`config.mk`:
```
export PLATFORM = sky130hd
export DESIGN_NAME = dual_axis_torque_shutoff
export DESIGN_NICKNAME = d
export VERILOG_FILES = /design/src/rtl/shutoff_pkg.sv /design/src/rtl/axis_shutoff.sv /design/src/rtl/dual_axis_torque_shutoff.sv
export SDC_FILE = /design/constraint.sdc
export NUM_CORES = 1
export LEC_CHECK = 0
export BUFFER_PORTS_ARGS = -buffer_cell sky130_fd_sc_hd__buf_2
export CAP_MARGIN = 30
export CELL_PAD_IN_SITES_DETAIL_PLACEMENT = 0
export CELL_PAD_IN_SITES_GLOBAL_PLACEMENT = 2
export CORE_MARGIN = 3
export CORE_UTILIZATION = 42
export CTS_CLUSTER_DIAMETER = 30
export DETAILED_ROUTE_END_ITERATION = 6
export GPL_TIMING_DRIVEN = 1
export PLACE_DENSITY = 0.77
export SETUP_SLACK_MARGIN = 0.15
export SLEW_MARGIN = 20
export SYNTH_ARGS = -nofsm -noshare
export SYNTH_HDL_FRONTEND = slang
export SYNTH_SLANG_ARGS = --single-unit
```
`constraint.sdc`:
```
create_clock -name sys_clk_in -period 3.1 [get_ports sys_clk_in]
set_clock_uncertainty 0.1 [all_clocks]
set_input_delay 0.31 -clock sys_clk_in [delete_from_list [all_inputs] [get_ports sys_clk_in]]
set_output_delay 0.31 -clock sys_clk_in [all_outputs]
set_load 0.1 [all_outputs]
```
`src/rtl/shutoff_pkg.sv`:
```
// constants and types shared by the dual axis shut-off logic
package shutoff_pkg;
	localparam int unsigned CLK_HZ = 10_000_000;
	// delay choices in milliseconds
	localparam int unsigned DLY_0_MS = 0;
	localparam int unsigned DLY_1_MS = 1400;
	localparam int unsigned DLY_2_MS = 2800;
	localparam int unsigned DLY_3_MS = 5600;
	localparam int unsigned DLY_4_MS = 9800;
	localparam int unsigned DLY_5_MS = 30800;
	localparam int unsigned CYC_PER_MS = CLK_HZ / 1000;
	// zero-delay response bound
	localparam int unsigned RESP_MS = 10;
	localparam int unsigned RESP_CYC = RESP_MS * CYC_PER_MS;
	// channel disagreement tolerated before fault
	localparam int unsigned MISMATCH_MS = 5;
	localparam int unsigned MISMATCH_CYC = MISMATCH_MS * CYC_PER_MS;
	localparam int unsigned CNT_W = 32;
	localparam logic [2:0] SEL_W = 3'h3;
	typedef enum logic [2:0] {
		SEL_0S, SEL_1S4, SEL_2S8, SEL_5S6, SEL_9S8, SEL_30S8
	} delay_sel_t;
	typedef enum {
		ST_CUT, ST_RUN, ST_DELAY, ST_FAULT
	} axis_state_t;
endpackage

```
`src/rtl/axis_shutoff.sv`:
```
// one axis: shut-off state machine, delay timer, mismatch watch
`timescale 1ns/1ps
module axis_shutoff #(
	parameter bit HAS_5S6 = 1'b1,
	parameter logic [31:0] MS_CYC = 32'(shutoff_pkg::CYC_PER_MS),
	parameter logic [31:0] MIS_CYC = 32'(shutoff_pkg::MISMATCH_CYC)
) (
	// clock and reset
	input wire logic sys_clk_in,
	input wire logic nrst_in,
	// synchronised contact inputs, 1 = contact closed; delay_sel_in is not synchronised
	input wire logic sw1_in,
	input wire logic sw2_in,
	input wire logic rel_in,
	input wire logic fb_in,
	input wire logic [2:0] delay_sel_in,
	// outputs: drive_out 1 = contact closed, fault_out and fb_err_out 1 = flagged
	output logic drive_out,
	output logic fault_out,
	output logic fb_err_out
);
	// ***************
	// delay decode
	// ***************
	function automatic logic [31:0] delay_ms(input logic [2:0] s, input bit has56);
		unique case (s)
			3'h0: delay_ms = 32'(shutoff_pkg::DLY_0_MS);
			3'h1: delay_ms = 32'(shutoff_pkg::DLY_1_MS);
			3'h2: delay_ms = 32'(shutoff_pkg::DLY_2_MS);
			3'h3: delay_ms = has56 ? 32'(shutoff_pkg::DLY_3_MS) : 32'h0;
			3'h4: delay_ms = 32'(shutoff_pkg::DLY_4_MS);
			3'h5: delay_ms = 32'(shutoff_pkg::DLY_5_MS);
			default: delay_ms = 32'h0;
		endcase
	endfunction

	shutoff_pkg::axis_state_t st_q, st_d;
	logic [31:0] ms_q, ms_d, div_q, div_d, mis_q, mis_d, lim_q, lim_d;
	logic rel_q, rel_d, drv_q, drv_d;
	logic demand, rel_fall, mis_hit;

	// ***************
	// next state
	// ***************
	always_comb begin
		demand = !sw1_in || !sw2_in;
		rel_fall = rel_q && !rel_in;
		mis_hit = (mis_q >= MIS_CYC);
		st_d = st_q;
		ms_d = ms_q;
		div_d = div_q;
		lim_d = lim_q;
		rel_d = rel_in;
		mis_d = (sw1_in != sw2_in) ? (mis_hit ? mis_q : mis_q + 32'h1) : 32'h0;
		div_d = (div_q >= MS_CYC - 32'h1) ? 32'h0 : div_q + 32'h1;
		unique case (st_q)
			shutoff_pkg::ST_CUT: begin
				if (mis_hit) begin
					st_d = shutoff_pkg::ST_FAULT;
				end else if (!demand && rel_fall) begin
					st_d = shutoff_pkg::ST_RUN;
				end
			end
			shutoff_pkg::ST_RUN: begin
				if (demand) begin
					lim_d = delay_ms(delay_sel_in, HAS_5S6);
					ms_d = 32'h0;
					div_d = 32'h0;
					st_d = (lim_d == 32'h0) ? shutoff_pkg::ST_CUT : shutoff_pkg::ST_DELAY;
				end
			end
			shutoff_pkg::ST_DELAY: begin
				if (mis_hit) begin
					st_d = shutoff_pkg::ST_FAULT;
				end else begin
					if (div_q >= MS_CYC - 32'h1) begin
						ms_d = ms_q + 32'h1;
					end
					if (ms_q >= lim_q) begin
						st_d = shutoff_pkg::ST_CUT;
					end
				end
			end
			shutoff_pkg::ST_FAULT: begin
				// leaves only when channels agree again, both closed, and the release input goes from on to off
				if (mis_q == 32'h0 && !demand && rel_fall) begin
					st_d = shutoff_pkg::ST_RUN;
				end
			end
		endcase
		drv_d = (st_d == shutoff_pkg::ST_RUN) || (st_d == shutoff_pkg::ST_DELAY);
	end

	always_ff @(posedge sys_clk_in or negedge nrst_in) begin
		if (!nrst_in) begin
			st_q <= shutoff_pkg::ST_CUT;
			ms_q <= 32'h0;
			div_q <= 32'h0;
			mis_q <= 32'h0;
			lim_q <= 32'h0;
			rel_q <= 1'b0;
			drv_q <= 1'b0;
		end else begin
			st_q <= st_d;
			ms_q <= ms_d;
			div_q <= div_d;
			mis_q <= mis_d;
			lim_q <= lim_d;
			rel_q <= rel_d;
			drv_q <= drv_d;
		end
	end

	assign drive_out = drv_q;
	assign fault_out = (st_q == shutoff_pkg::ST_FAULT);
	// amplifier must mirror us; flag when it does not
	assign fb_err_out = (fb_in != drv_q);

	// ***************
	// checks
	// ***************
	a_run_needs_release: assert property (@(posedge sys_clk_in) disable iff (!nrst_in)
		$rose(drv_q) |-> $past(rel_q) && !$past(rel_in)) else $error("release without falling edge");
	a_level_no_release: assert property (@(posedge sys_clk_in) disable iff (!nrst_in)
		(st_q == shutoff_pkg::ST_CUT && rel_in && rel_q) |=> !drv_q) else $error("level released axis");
	a_zero_delay_cut: assert property (@(posedge sys_clk_in) disable iff (!nrst_in)
		(st_q == shutoff_pkg::ST_RUN && demand && delay_sel_in == 3'h0) |=> !drv_q)
		else $error("zero delay did not cut");
	a_demand_blocks_run: assert property (@(posedge sys_clk_in) disable iff (!nrst_in)
		(st_q == shutoff_pkg::ST_CUT && demand) |=> !drv_q) else $error("ran under demand");
	a_fault_cuts: assert property (@(posedge sys_clk_in) disable iff (!nrst_in)
		(st_q == shutoff_pkg::ST_FAULT) |-> !drv_q) else $error("fault but driving");
	a_delay_holds: assert property (@(posedge sys_clk_in) disable iff (!nrst_in)
		(st_q == shutoff_pkg::ST_DELAY && ms_q < lim_q && !mis_hit) |=> drv_q)
		else $error("delay cut early");
endmodule

```
`src/rtl/dual_axis_torque_shutoff.sv`:
```
// top: two independent axes with input synchronisers and output mirroring
// Notes on behaviour
// - each axis opens its first shut-off output in the shut-off state and closes it when released.
// - the second shut-off output of an axis always equals the first.
// - both diagnostic outputs of an axis follow the shut-off outputs.
// - an opened switch input demands the shut-off state; closed inputs permit driving.
// - an axis is released only by an on-to-off edge of its release input, never by a level.
// - the two axes are fully independent, each with its own inputs, outputs and state.
// - the shut-off delay is selectable per axis, axis b lacking the 5.6 s choice.
// - with zero delay the outputs open within 10 ms of the switch opening.
`timescale 1ns/1ps
module dual_axis_torque_shutoff (
	// clock and reset
	input wire logic sys_clk_in,
	input wire logic nrst_in,
	// switch, release and feedback pins per axis, [0]=a [1]=b, 1 = closed
	input wire logic [1:0] switch_in_ch1,
	input wire logic [1:0] switch_in_ch2,
	input wire logic [1:0] release_request_in,
	input wire logic [1:0] drive_state_feedback,
	// delay selection per axis
	input wire logic [2:0] delay_sel_a_in,
	input wire logic [2:0] delay_sel_b_in,
	// contacts to amplifier and diagnostics, 1 = closed
	output logic [1:0] shutoff_out_ch1,
	output logic [1:0] shutoff_out_ch2,
	output logic [1:0] diag_out_ch1,
	output logic [1:0] diag_out_ch2,
	// status
	output logic [1:0] torque_cut_state_out,
	output logic [1:0] fault_out,
	output logic [1:0] feedback_err_out
);
	// ***************
	// pin synchronisers
	// ***************
	// only the second stage is read; two-cycle latency fits the 10 ms budget
	logic [7:0] meta_q, sync_q;
	logic [7:0] pins;
	assign pins = {drive_state_feedback, release_request_in, switch_in_ch2, switch_in_ch1};
	always_ff @(posedge sys_clk_in or negedge nrst_in) begin
		if (!nrst_in) begin
			meta_q <= 8'h00;
			sync_q <= 8'h00;
		end else begin
			meta_q <= pins;
			sync_q <= meta_q;
		end
	end

	logic [5:0] sel_bus;
	logic [1:0] drv;
	assign sel_bus = {delay_sel_b_in, delay_sel_a_in};

	// ***************
	// axes
	// ***************
	genvar g;
	generate
		for (g = 0; g < 2; g++) begin : g_axis
			axis_shutoff #(
				.HAS_5S6(g == 0)
			) u_axis (
				.sys_clk_in(sys_clk_in),
				.nrst_in(nrst_in),
				.sw1_in(sync_q[g]),
				.sw2_in(sync_q[2 + g]),
				.rel_in(sync_q[4 + g]),
				.fb_in(sync_q[6 + g]),
				.delay_sel_in(sel_bus[3*g +: 3]),
				.drive_out(drv[g]),
				.fault_out(fault_out[g]),
				.fb_err_out(feedback_err_out[g])
			);
		end
	endgenerate

	// ***************
	// outputs
	// ***************
	assign shutoff_out_ch1 = drv;
	assign shutoff_out_ch2 = drv;
	assign diag_out_ch1 = drv;
	assign diag_out_ch2 = drv;
	assign torque_cut_state_out = ~drv;

	a_channels_equal: assert property (@(posedge sys_clk_in) disable iff (!nrst_in)
		shutoff_out_ch1 == shutoff_out_ch2) else $error("channels differ");
	a_diag_mirror: assert property (@(posedge sys_clk_in) disable iff (!nrst_in)
		diag_out_ch1 == shutoff_out_ch1 && diag_out_ch2 == shutoff_out_ch1)
		else $error("diagnostics differ");
	a_pin_cut_a: assert property (@(posedge sys_clk_in) disable iff (!nrst_in)
		(!switch_in_ch1[0] && delay_sel_a_in == 3'h0)[*4] |-> !shutoff_out_ch1[0])
		else $error("axis a not cut");
endmodule

```
==> impl_metrics.env, run 1 <==
export IMPL_outcome="finished clean"
export IMPL_cts_root_buf="clkbuf_16"
export IMPL_drt_total_wl_mm=26.3
export IMPL_finalSetupViolations=0
export IMPL_grt_overflow_total=0
export IMPL_power_frac_seq=0.334
export IMPL_hpwl_mm=16.4
export IMPL_cts_max_level=3
export IMPL_ant_nets=0
export IMPL_ir_drop_v=0.000811
export IMPL_cp_required_ns=2.69
export IMPL_core_area_um2=31000
export IMPL_combPwrFrac=0.102
export IMPL_fin_total_pwr_mw=12.6
export IMPL_syn_area_um2=13400
export IMPL_cap_violations=0
export IMPL_path_clk_slew_ns=0.05
export IMPL_final_max_slew_viol_count=0
export IMPL_drt_wirelength_per_cell_um=14.8
export IMPL_vias=8762
export IMPL_io_pins=30
export IMPL_p_int_mw=9.30
export IMPL_nets=1388
export IMPL_period_share=0.903
export IMPL_slew_headroom=0.399
export IMPL_gp_congestion=0.747
export IMPL_rsz0062_at_grt="yes"
export IMPL_p_sw_mw=3.30
export IMPL_period_needed_ns=2.80
export IMPL_synthTopCellsByArea="dfrtp_1, xnor2_1, ha_1"
export IMPL_synth_async_reset_ratio=1.00
export IMPL_yosys_top_cells_count="dfrtp_1, nor2_1, xnor2_1"
export IMPL_swShare=0.262
export IMPL_cp_arrival_ns=2.39
export IMPL_numCtsBuffers=72
export IMPL_critPathCaptureType="output port"
export IMPL_p_clk_frac=0.564
export IMPL_area_growth_pct=23.9
export IMPL_fill_cells=2682
export IMPL_rows=64
export IMPL_drive_above_1_share=0.154
export IMPL_grt_pass1_wl_mm=45.3
export IMPL_grt_usage=0.164
export IMPL_portBuffers=29
export IMPL_post_route_drc_count=0
export IMPL_grt_antenna_before_repair=0
export IMPL_insertion_delay_ns=0.55
export IMPL_cts_num_sinks=298
export IMPL_start_kind="flop"
export IMPL_yosysUniqueCellTypes=70
export IMPL_leakage_nw=7.58
export IMPL_power_density_nw_per_um2=761
export IMPL_chipWidth_um=184
export IMPL_finalSetupTns_ns=0
export IMPL_syn_area_per_cell_um2=10.9
export IMPL_hold_class="input pin to flop"
export IMPL_synth_ff_type="dfrtp_1"
export IMPL_via_per_inst=4.91
export IMPL_ys_seq_elements=298
export IMPL_start_util=0.431
export IMPL_final_seq_area_um2=7460
export IMPL_drt_initial_drc_count=419
export IMPL_max_clock_path_buffers=3
export IMPL_fmax_mhz=357
export IMPL_diodes=0
export IMPL_crit_fanout=7
export IMPL_worst_slew_pin_slew_ns=0.901
export IMPL_die_y_um=184
export IMPL_syn_inst=1221
export IMPL_hold_viol=0
export IMPL_ys_warn_count=0
export IMPL_synth_edf_count=0
export IMPL_ys_seq_area_frac=0.558
export IMPL_synth_top_cell_area_share=0.558
export IMPL_synth_most_common_cell="dfrtp_1"
export IMPL_cts_tree="built"
export IMPL_firstDrtPassIters=4
export IMPL_multi_input_area_um2=5600
export IMPL_grt_pass1_vias=9041
export IMPL_yosysTopAreaCell="dfrtp_1"
export IMPL_dieArea_um2=34000
export IMPL_grt_max_degree=80
export IMPL_path_class="flop to output port"
worst max-delay path: stages, from the launching register on:
cell and delay (ns):
dfrtp_1 0.38, nor4_2 0.32, nand4_2 0.25, nor2_2 0.28
and3_1 0.24, clkbuf_4 0.34
power groups by stage:
stage | logic, mW | registers [mW] | clock network (mW)
global route | 1.43 | 4.23 | 7.50
floorplan | 1.01 | 4.22 | 0
CTS | 1.31 | 4.21 | 7.30
finish | 1.29 | 4.20 | 7.11
detailed placement | 1.29 | 4.26 | 0
global placement | 1.28 | 4.26 | 0
sequential cells by signal, indices dropped and copies added (netlist names):
register and flops:
g_axis.u_axis.ms_q 64, meta_q 8, g_axis.u_axis.rel_q 2, g_axis.u_axis.drive_out 2, g_axis.u_axis.st_q 64, g_axis.u_axis.mis_q 64
g_axis.u_axis.div_q 64, g_axis.u_axis.lim_q 22, sync_q 8
area by class of cell:
type | count | share of cell area
clock buffers | 88 | 0.118
clock inverters | 37 | 0.0227
inverters | 55 | 0.0125
multi-input cells | 849 | 0.338
flip-flops and latches | 298 | 0.451
well taps | 396 | 0.0299
repair buffers | 60 | 0.0277
per-stage QoR:
step	hold slack [ns]	instances	area [µm²]	worst slack, ns	util
final	0.0251	1783	16500	0.302	0.534
after global placement	0.232	1647	14100	0.401	0.454
after detailed placement	0.233	1647	14100	0.309	0.454
after floorplan	-0.0856	1256	13500	0.738	-
after CTS	0.00239	1783	16500	0.182	0.533
after global routing	0.0616	1783	16500	0.0787	0.534
cell usage in the layout (no fill, tap or decap), drive strengths merged, types with 14 or more instances in the layout:
master,count
a21oi,26
nor3,37
clkbuf,89
nand3,46
dfrtp,298
nor2b,70
conb,36
or3,20
ha,36
nor4,46
clkinv,14
and2,57
clkinvlp,14
xnor2,74
xor2,32
nand4,24
and3,22
nor2,113
o21ai,46
inv,59
nand2,66
buf,48
final timing paths:
check	end	from	cells past startpoint	slack, ns
min in group asynchronous	g_axis[0].u_axis.lim_q[3]$_DFFE_PN0P_	nrst_in	2	0.22
worst min register to register	sync_q[2]$_DFF_PN0_	meta_q[2]$_DFF_PN0_	0	0.24
max in group asynchronous	g_axis[1].u_axis.ms_q[27]$_DFFE_PN0P_	nrst_in	3	1.79
worst max register to register	g_axis[0].u_axis.ms_q[25]$_DFFE_PN0P_	g_axis[0].u_axis.div_q[27]$_DFF_PN0_	6	0.34
worst min-delay path	g_axis[0].u_axis.lim_q[14]$_DFFE_PN0P_	delay_sel_a_in[0]	3	0.03
worst max-delay path	fault_out[0]	g_axis[0].u_axis.st_q[2]$_DFF_PN0_	5	0.30
metal layers:
| layer | track usage | up-vias | part of all wire |
|---|---|---|---|
| li1 | - | 4402 | - |
| met1 | 0.226 | 4200 | 0.49 |
| met2 | 0.251 | 110 | 0.45 |
| met3 | 0.0405 | 50 | 0.033 |
| met4 | 0.0623 | 0 | 0.025 |
| met5 | 0 | - | 0 |
cells by family after synthesis:
kind of cell / Yosys count / share of synthesized area
compound gates: 132 / 0.0733
xor+xnor: 106 / 0.0695
fa+ha+maj: 36 / 0.0337
buf+inv: 109 / 0.0355
flops: 298 / 0.558
other cells: 1 / 0.000281
simple gates: 539 / 0.229
repair_timing:
action | in CTS | in global routing
resized for setup | 1 | 7
setup buffers | 0 | 0
hold buffers | 11 | 0
setup endpoints to repair | 1 | 2
endpoints found under the hold margin | 82 | 0
(Power assumes the default switching activity.)
==> inputs of run 2 (changes only) <==
--- a/config.mk
+++ b/config.mk
@@ -5,6 +5,7 @@
 export SDC_FILE = /design/constraint.sdc
 export NUM_CORES = 1
 export LEC_CHECK = 0
+export ABC_AREA = 1
 export BUFFER_PORTS_ARGS = -buffer_cell sky130_fd_sc_hd__buf_2
 export CAP_MARGIN = 30
 export CELL_PAD_IN_SITES_DETAIL_PLACEMENT = 0
@@ -14,7 +15,7 @@
 export CTS_CLUSTER_DIAMETER = 30
 export DETAILED_ROUTE_END_ITERATION = 6
 export GPL_TIMING_DRIVEN = 1
-export PLACE_DENSITY = 0.77
+export PLACE_DENSITY = 0.84
 export SETUP_SLACK_MARGIN = 0.15
 export SLEW_MARGIN = 20
 export SYNTH_ARGS = -nofsm -noshare
==> constraint.sdc (replaced) <==
create_clock -name sys_clk_in -period 3.36 [get_ports sys_clk_in]
set_clock_uncertainty 0.1 [all_clocks]
set_input_delay 0.336 -clock sys_clk_in [delete_from_list [all_inputs] [get_ports sys_clk_in]]
set_output_delay 0.336 -clock sys_clk_in [all_outputs]
set_load 0.1 [all_outputs]
==> run 2 against run 1 <==
Synthesized cell count is 49% higher. Largest cell class unchanged. Via count is 36% higher. Sequential power is 4% lower. Design area is 12% higher.
==> impl_metrics.env, run 2 <==
export IMPL_synthTopCellsByArea="dfrtp_1, nand2_1, inv_1"
export IMPL_firstDrtPassIters=5
export IMPL_grt_overflow_total=0
export IMPL_grt_usage=0.189
export IMPL_period_needed_ns=2.86
export IMPL_leakage_nw=9.00
export IMPL_grt_pass1_vias=12000
export IMPL_vias=12000
export IMPL_grt_max_degree=80
export IMPL_path_clk_slew_ns=0.04
export IMPL_rr_worst_depth=11
export IMPL_nets=1998
export IMPL_portBuffers=29
export IMPL_mostFrequentLayoutCells="nand2_1, dfrtp_1, inv_1"
export IMPL_syn_area_per_cell_um2=8.16
export IMPL_start_kind="flop"
export IMPL_fmax_mhz=350
export IMPL_syn_inst=1820
export IMPL_dieArea_um2=37700
export IMPL_hpwl_mm=23.8
export IMPL_rows=68
export IMPL_hold_depth=4
export IMPL_drt_initial_drc_count=636
export IMPL_via_per_inst=4.86
export IMPL_die_y_um=194
export IMPL_ant_nets=0
export IMPL_io_pins=30
export IMPL_ys_seq_elements=298
export IMPL_final_common_cell="nand2_1"
export IMPL_final_max_slew_viol_count=0
export IMPL_finalNonFillerCells=2461
export IMPL_cp_required_ns=2.92
export IMPL_syn_area_um2=14900
export IMPL_area_growth_pct=25.1
export IMPL_synth_adder_area_share=0.0303
export IMPL_synth_edf_count=0
export IMPL_cts_tree="built"
export IMPL_ctsHoldBuffers=11
export IMPL_cts_setup_buffers=0
export IMPL_r2r_start="g_axis[1].u_axis.st_q[19]$_DFF_PN0_"
export IMPL_worst_r2r_setup_slack_ns=0.76
export IMPL_max_clock_path_buffers=3
export IMPL_ir_drop_v=0.000920
export IMPL_worst_slew_pin_slew_ns=0.895
export IMPL_finalSetupViolations=0
export IMPL_core_area_um2=34700
export IMPL_muxShareOfSynthArea=0
export IMPL_yosysTopAreaCell="dfrtp_1"
export IMPL_hold_class="input pin to flop"
export IMPL_hold_start="delay_sel_a_in[1]"
export IMPL_slew_headroom=0.399
export IMPL_cap_violations=0
export IMPL_finalSetupTns_ns=0
export IMPL_outcome="finished clean"
export IMPL_hold_path_end="g_axis[0].u_axis.lim_q[13]$_DFFE_PN0P_"
export IMPL_yosysUniqueCellTypes=51
export IMPL_hold_viol=0
export IMPL_crit_fanout=4
export IMPL_diodes=0
export IMPL_synth_ff_type="dfrtp_1"
export IMPL_synth_xor_xnor_area_share=0.0289
export IMPL_cp_arrival_ns=2.42
export IMPL_post_route_drc_count=0
export IMPL_r2r_end="g_axis[1].u_axis.ms_q[28]$_DFFE_PN0P_"
export IMPL_chipWidth_um=194
export IMPL_drive_above_1_share=0.109
export IMPL_insertion_delay_ns=0.57
export IMPL_start_util=0.428
export IMPL_grt_pass1_wl_mm=59.2
export IMPL_synth_most_common_cell="nand2_1"
export IMPL_cts_num_sinks=298
export IMPL_rsz0062_at_grt="no"
export IMPL_synth_compound_area_frac=0.0794
export IMPL_synth_async_reset_ratio=1.00
export IMPL_critPathCaptureType="output port"
export IMPL_timing_hold_ws_ns=0.0680
export IMPL_numCtsBuffers=77
export IMPL_path_class="flop to output port"
export IMPL_yosys_top_cells_count="nand2_1, dfrtp_1, inv_1"
export IMPL_cts_root_buf="clkbuf_16"
export IMPL_ys_warn_count=0
export IMPL_drt_total_wl_mm=34.4
export IMPL_yosys_area_share_simple=0.268
export IMPL_period_share=0.850
export IMPL_grt_antenna_before_repair=0
export IMPL_drt_wirelength_per_cell_um=14.0
export IMPL_ctsResizeCount=0
export IMPL_synth_top_cell_area_share=0.502
export IMPL_cts_max_level=3
export IMPL_gp_congestion=0.833
export IMPL_power_density_nw_per_um2=799
export IMPL_post_place_cells=2311
export IMPL_synth_top_family_by_area="simple AND/OR/NAND/NOR gates"
export IMPL_ys_seq_area_frac=0.502
run 2: changes by cell type after synthesis, moves of 33 or more:
cell,before,now
a21oi_1,26,61
and2_1,57,2
inv_1,55,292
nand2_1,66,340
nand3_1,44,87
nand4_1,22,55
nor2_1,112,288
nor2b_1,70,1
nor3_1,34,77
xnor2_1,74,6
run 2: power breakdown:
group / internal [mW] / switching [mW]
logic: 0.618 / 2.08
clock network: 5.86 / 2.25
registers: 3.86 / 0.180
total: 10.3 / 4.50
run 2: cells by family after synthesis:
family,count (synthesis)
AOI/OAI and AO/OA,193
DFF,298
and+or+nand+nor,905
adders and majority gates,36
buffers and inverters,338
xor gates and xnor gates,49
other,1
run 2: final cells by class:
class	instances	area, µm²
clock buffer	94	2120
clock inverter	45	748
fill	3318	16100
inverter	300	1130
multi-input combinational	1219	6170
sequential	298	7460
tap	455	569
timing repair buffer	50	378
run 2: metal layers:
| layer | routed length (µm) | track usage |
|---|---|---|
| met5 | 0 | 0 |
| met4 | 790 | 0.0702 |
| met3 | 1170 | 0.0325 |
| met2 | 15300 | 0.289 |
| met1 | 17200 | 0.270 |
run 2: how the worst max path moves through the flow:
stage | start | endpoint | cells past startpoint
2_1_floorplan | g_axis[1].u_axis.st_q[7]$_DFF_PN0_ | g_axis[1].u_axis.ms_q[30]$_DFFE_PN0P_ | 11
3_3_place_gp | g_axis[1].u_axis.st_q[17]$_DFF_PN0_ | g_axis[1].u_axis.ms_q[13]$_DFFE_PN0P_ | 11
3_5_place_dp | g_axis[1].u_axis.st_q[17]$_DFF_PN0_ | g_axis[1].u_axis.ms_q[29]$_DFFE_PN0P_ | 11
4_1_cts | g_axis[0].u_axis.st_q[10]$_DFF_PN0_ | fault_out[0] | 6
5_1_grt | g_axis[0].u_axis.st_q[10]$_DFF_PN0_ | fault_out[0] | 6
6_report | g_axis[0].u_axis.st_q[10]$_DFF_PN0_ | fault_out[0] | 6
run 2: worst max-delay path, stage by stage, from the launching register on:
cell and delay (ns):
dfrtp_1 0.37, inv_1 0.08, nand4_1 0.18, nor2_2 0.18, nand3_1 0.19, nor4_1 0.35, buf_2 0.51
run 2: stage by stage:
stage          worst slack (ns)  area [µm²]  power [mW]  utilization
5_1_grt                   0.202       18600        15.6        0.535
2_1_floorplan              1.40       15000        6.25            -
3_3_place_gp              0.802       15600        6.78        0.449
6_report                  0.505       18600        14.8        0.535
4_1_cts                   0.418       18600        15.0        0.535
3_5_place_dp              0.775       15600        6.80        0.449
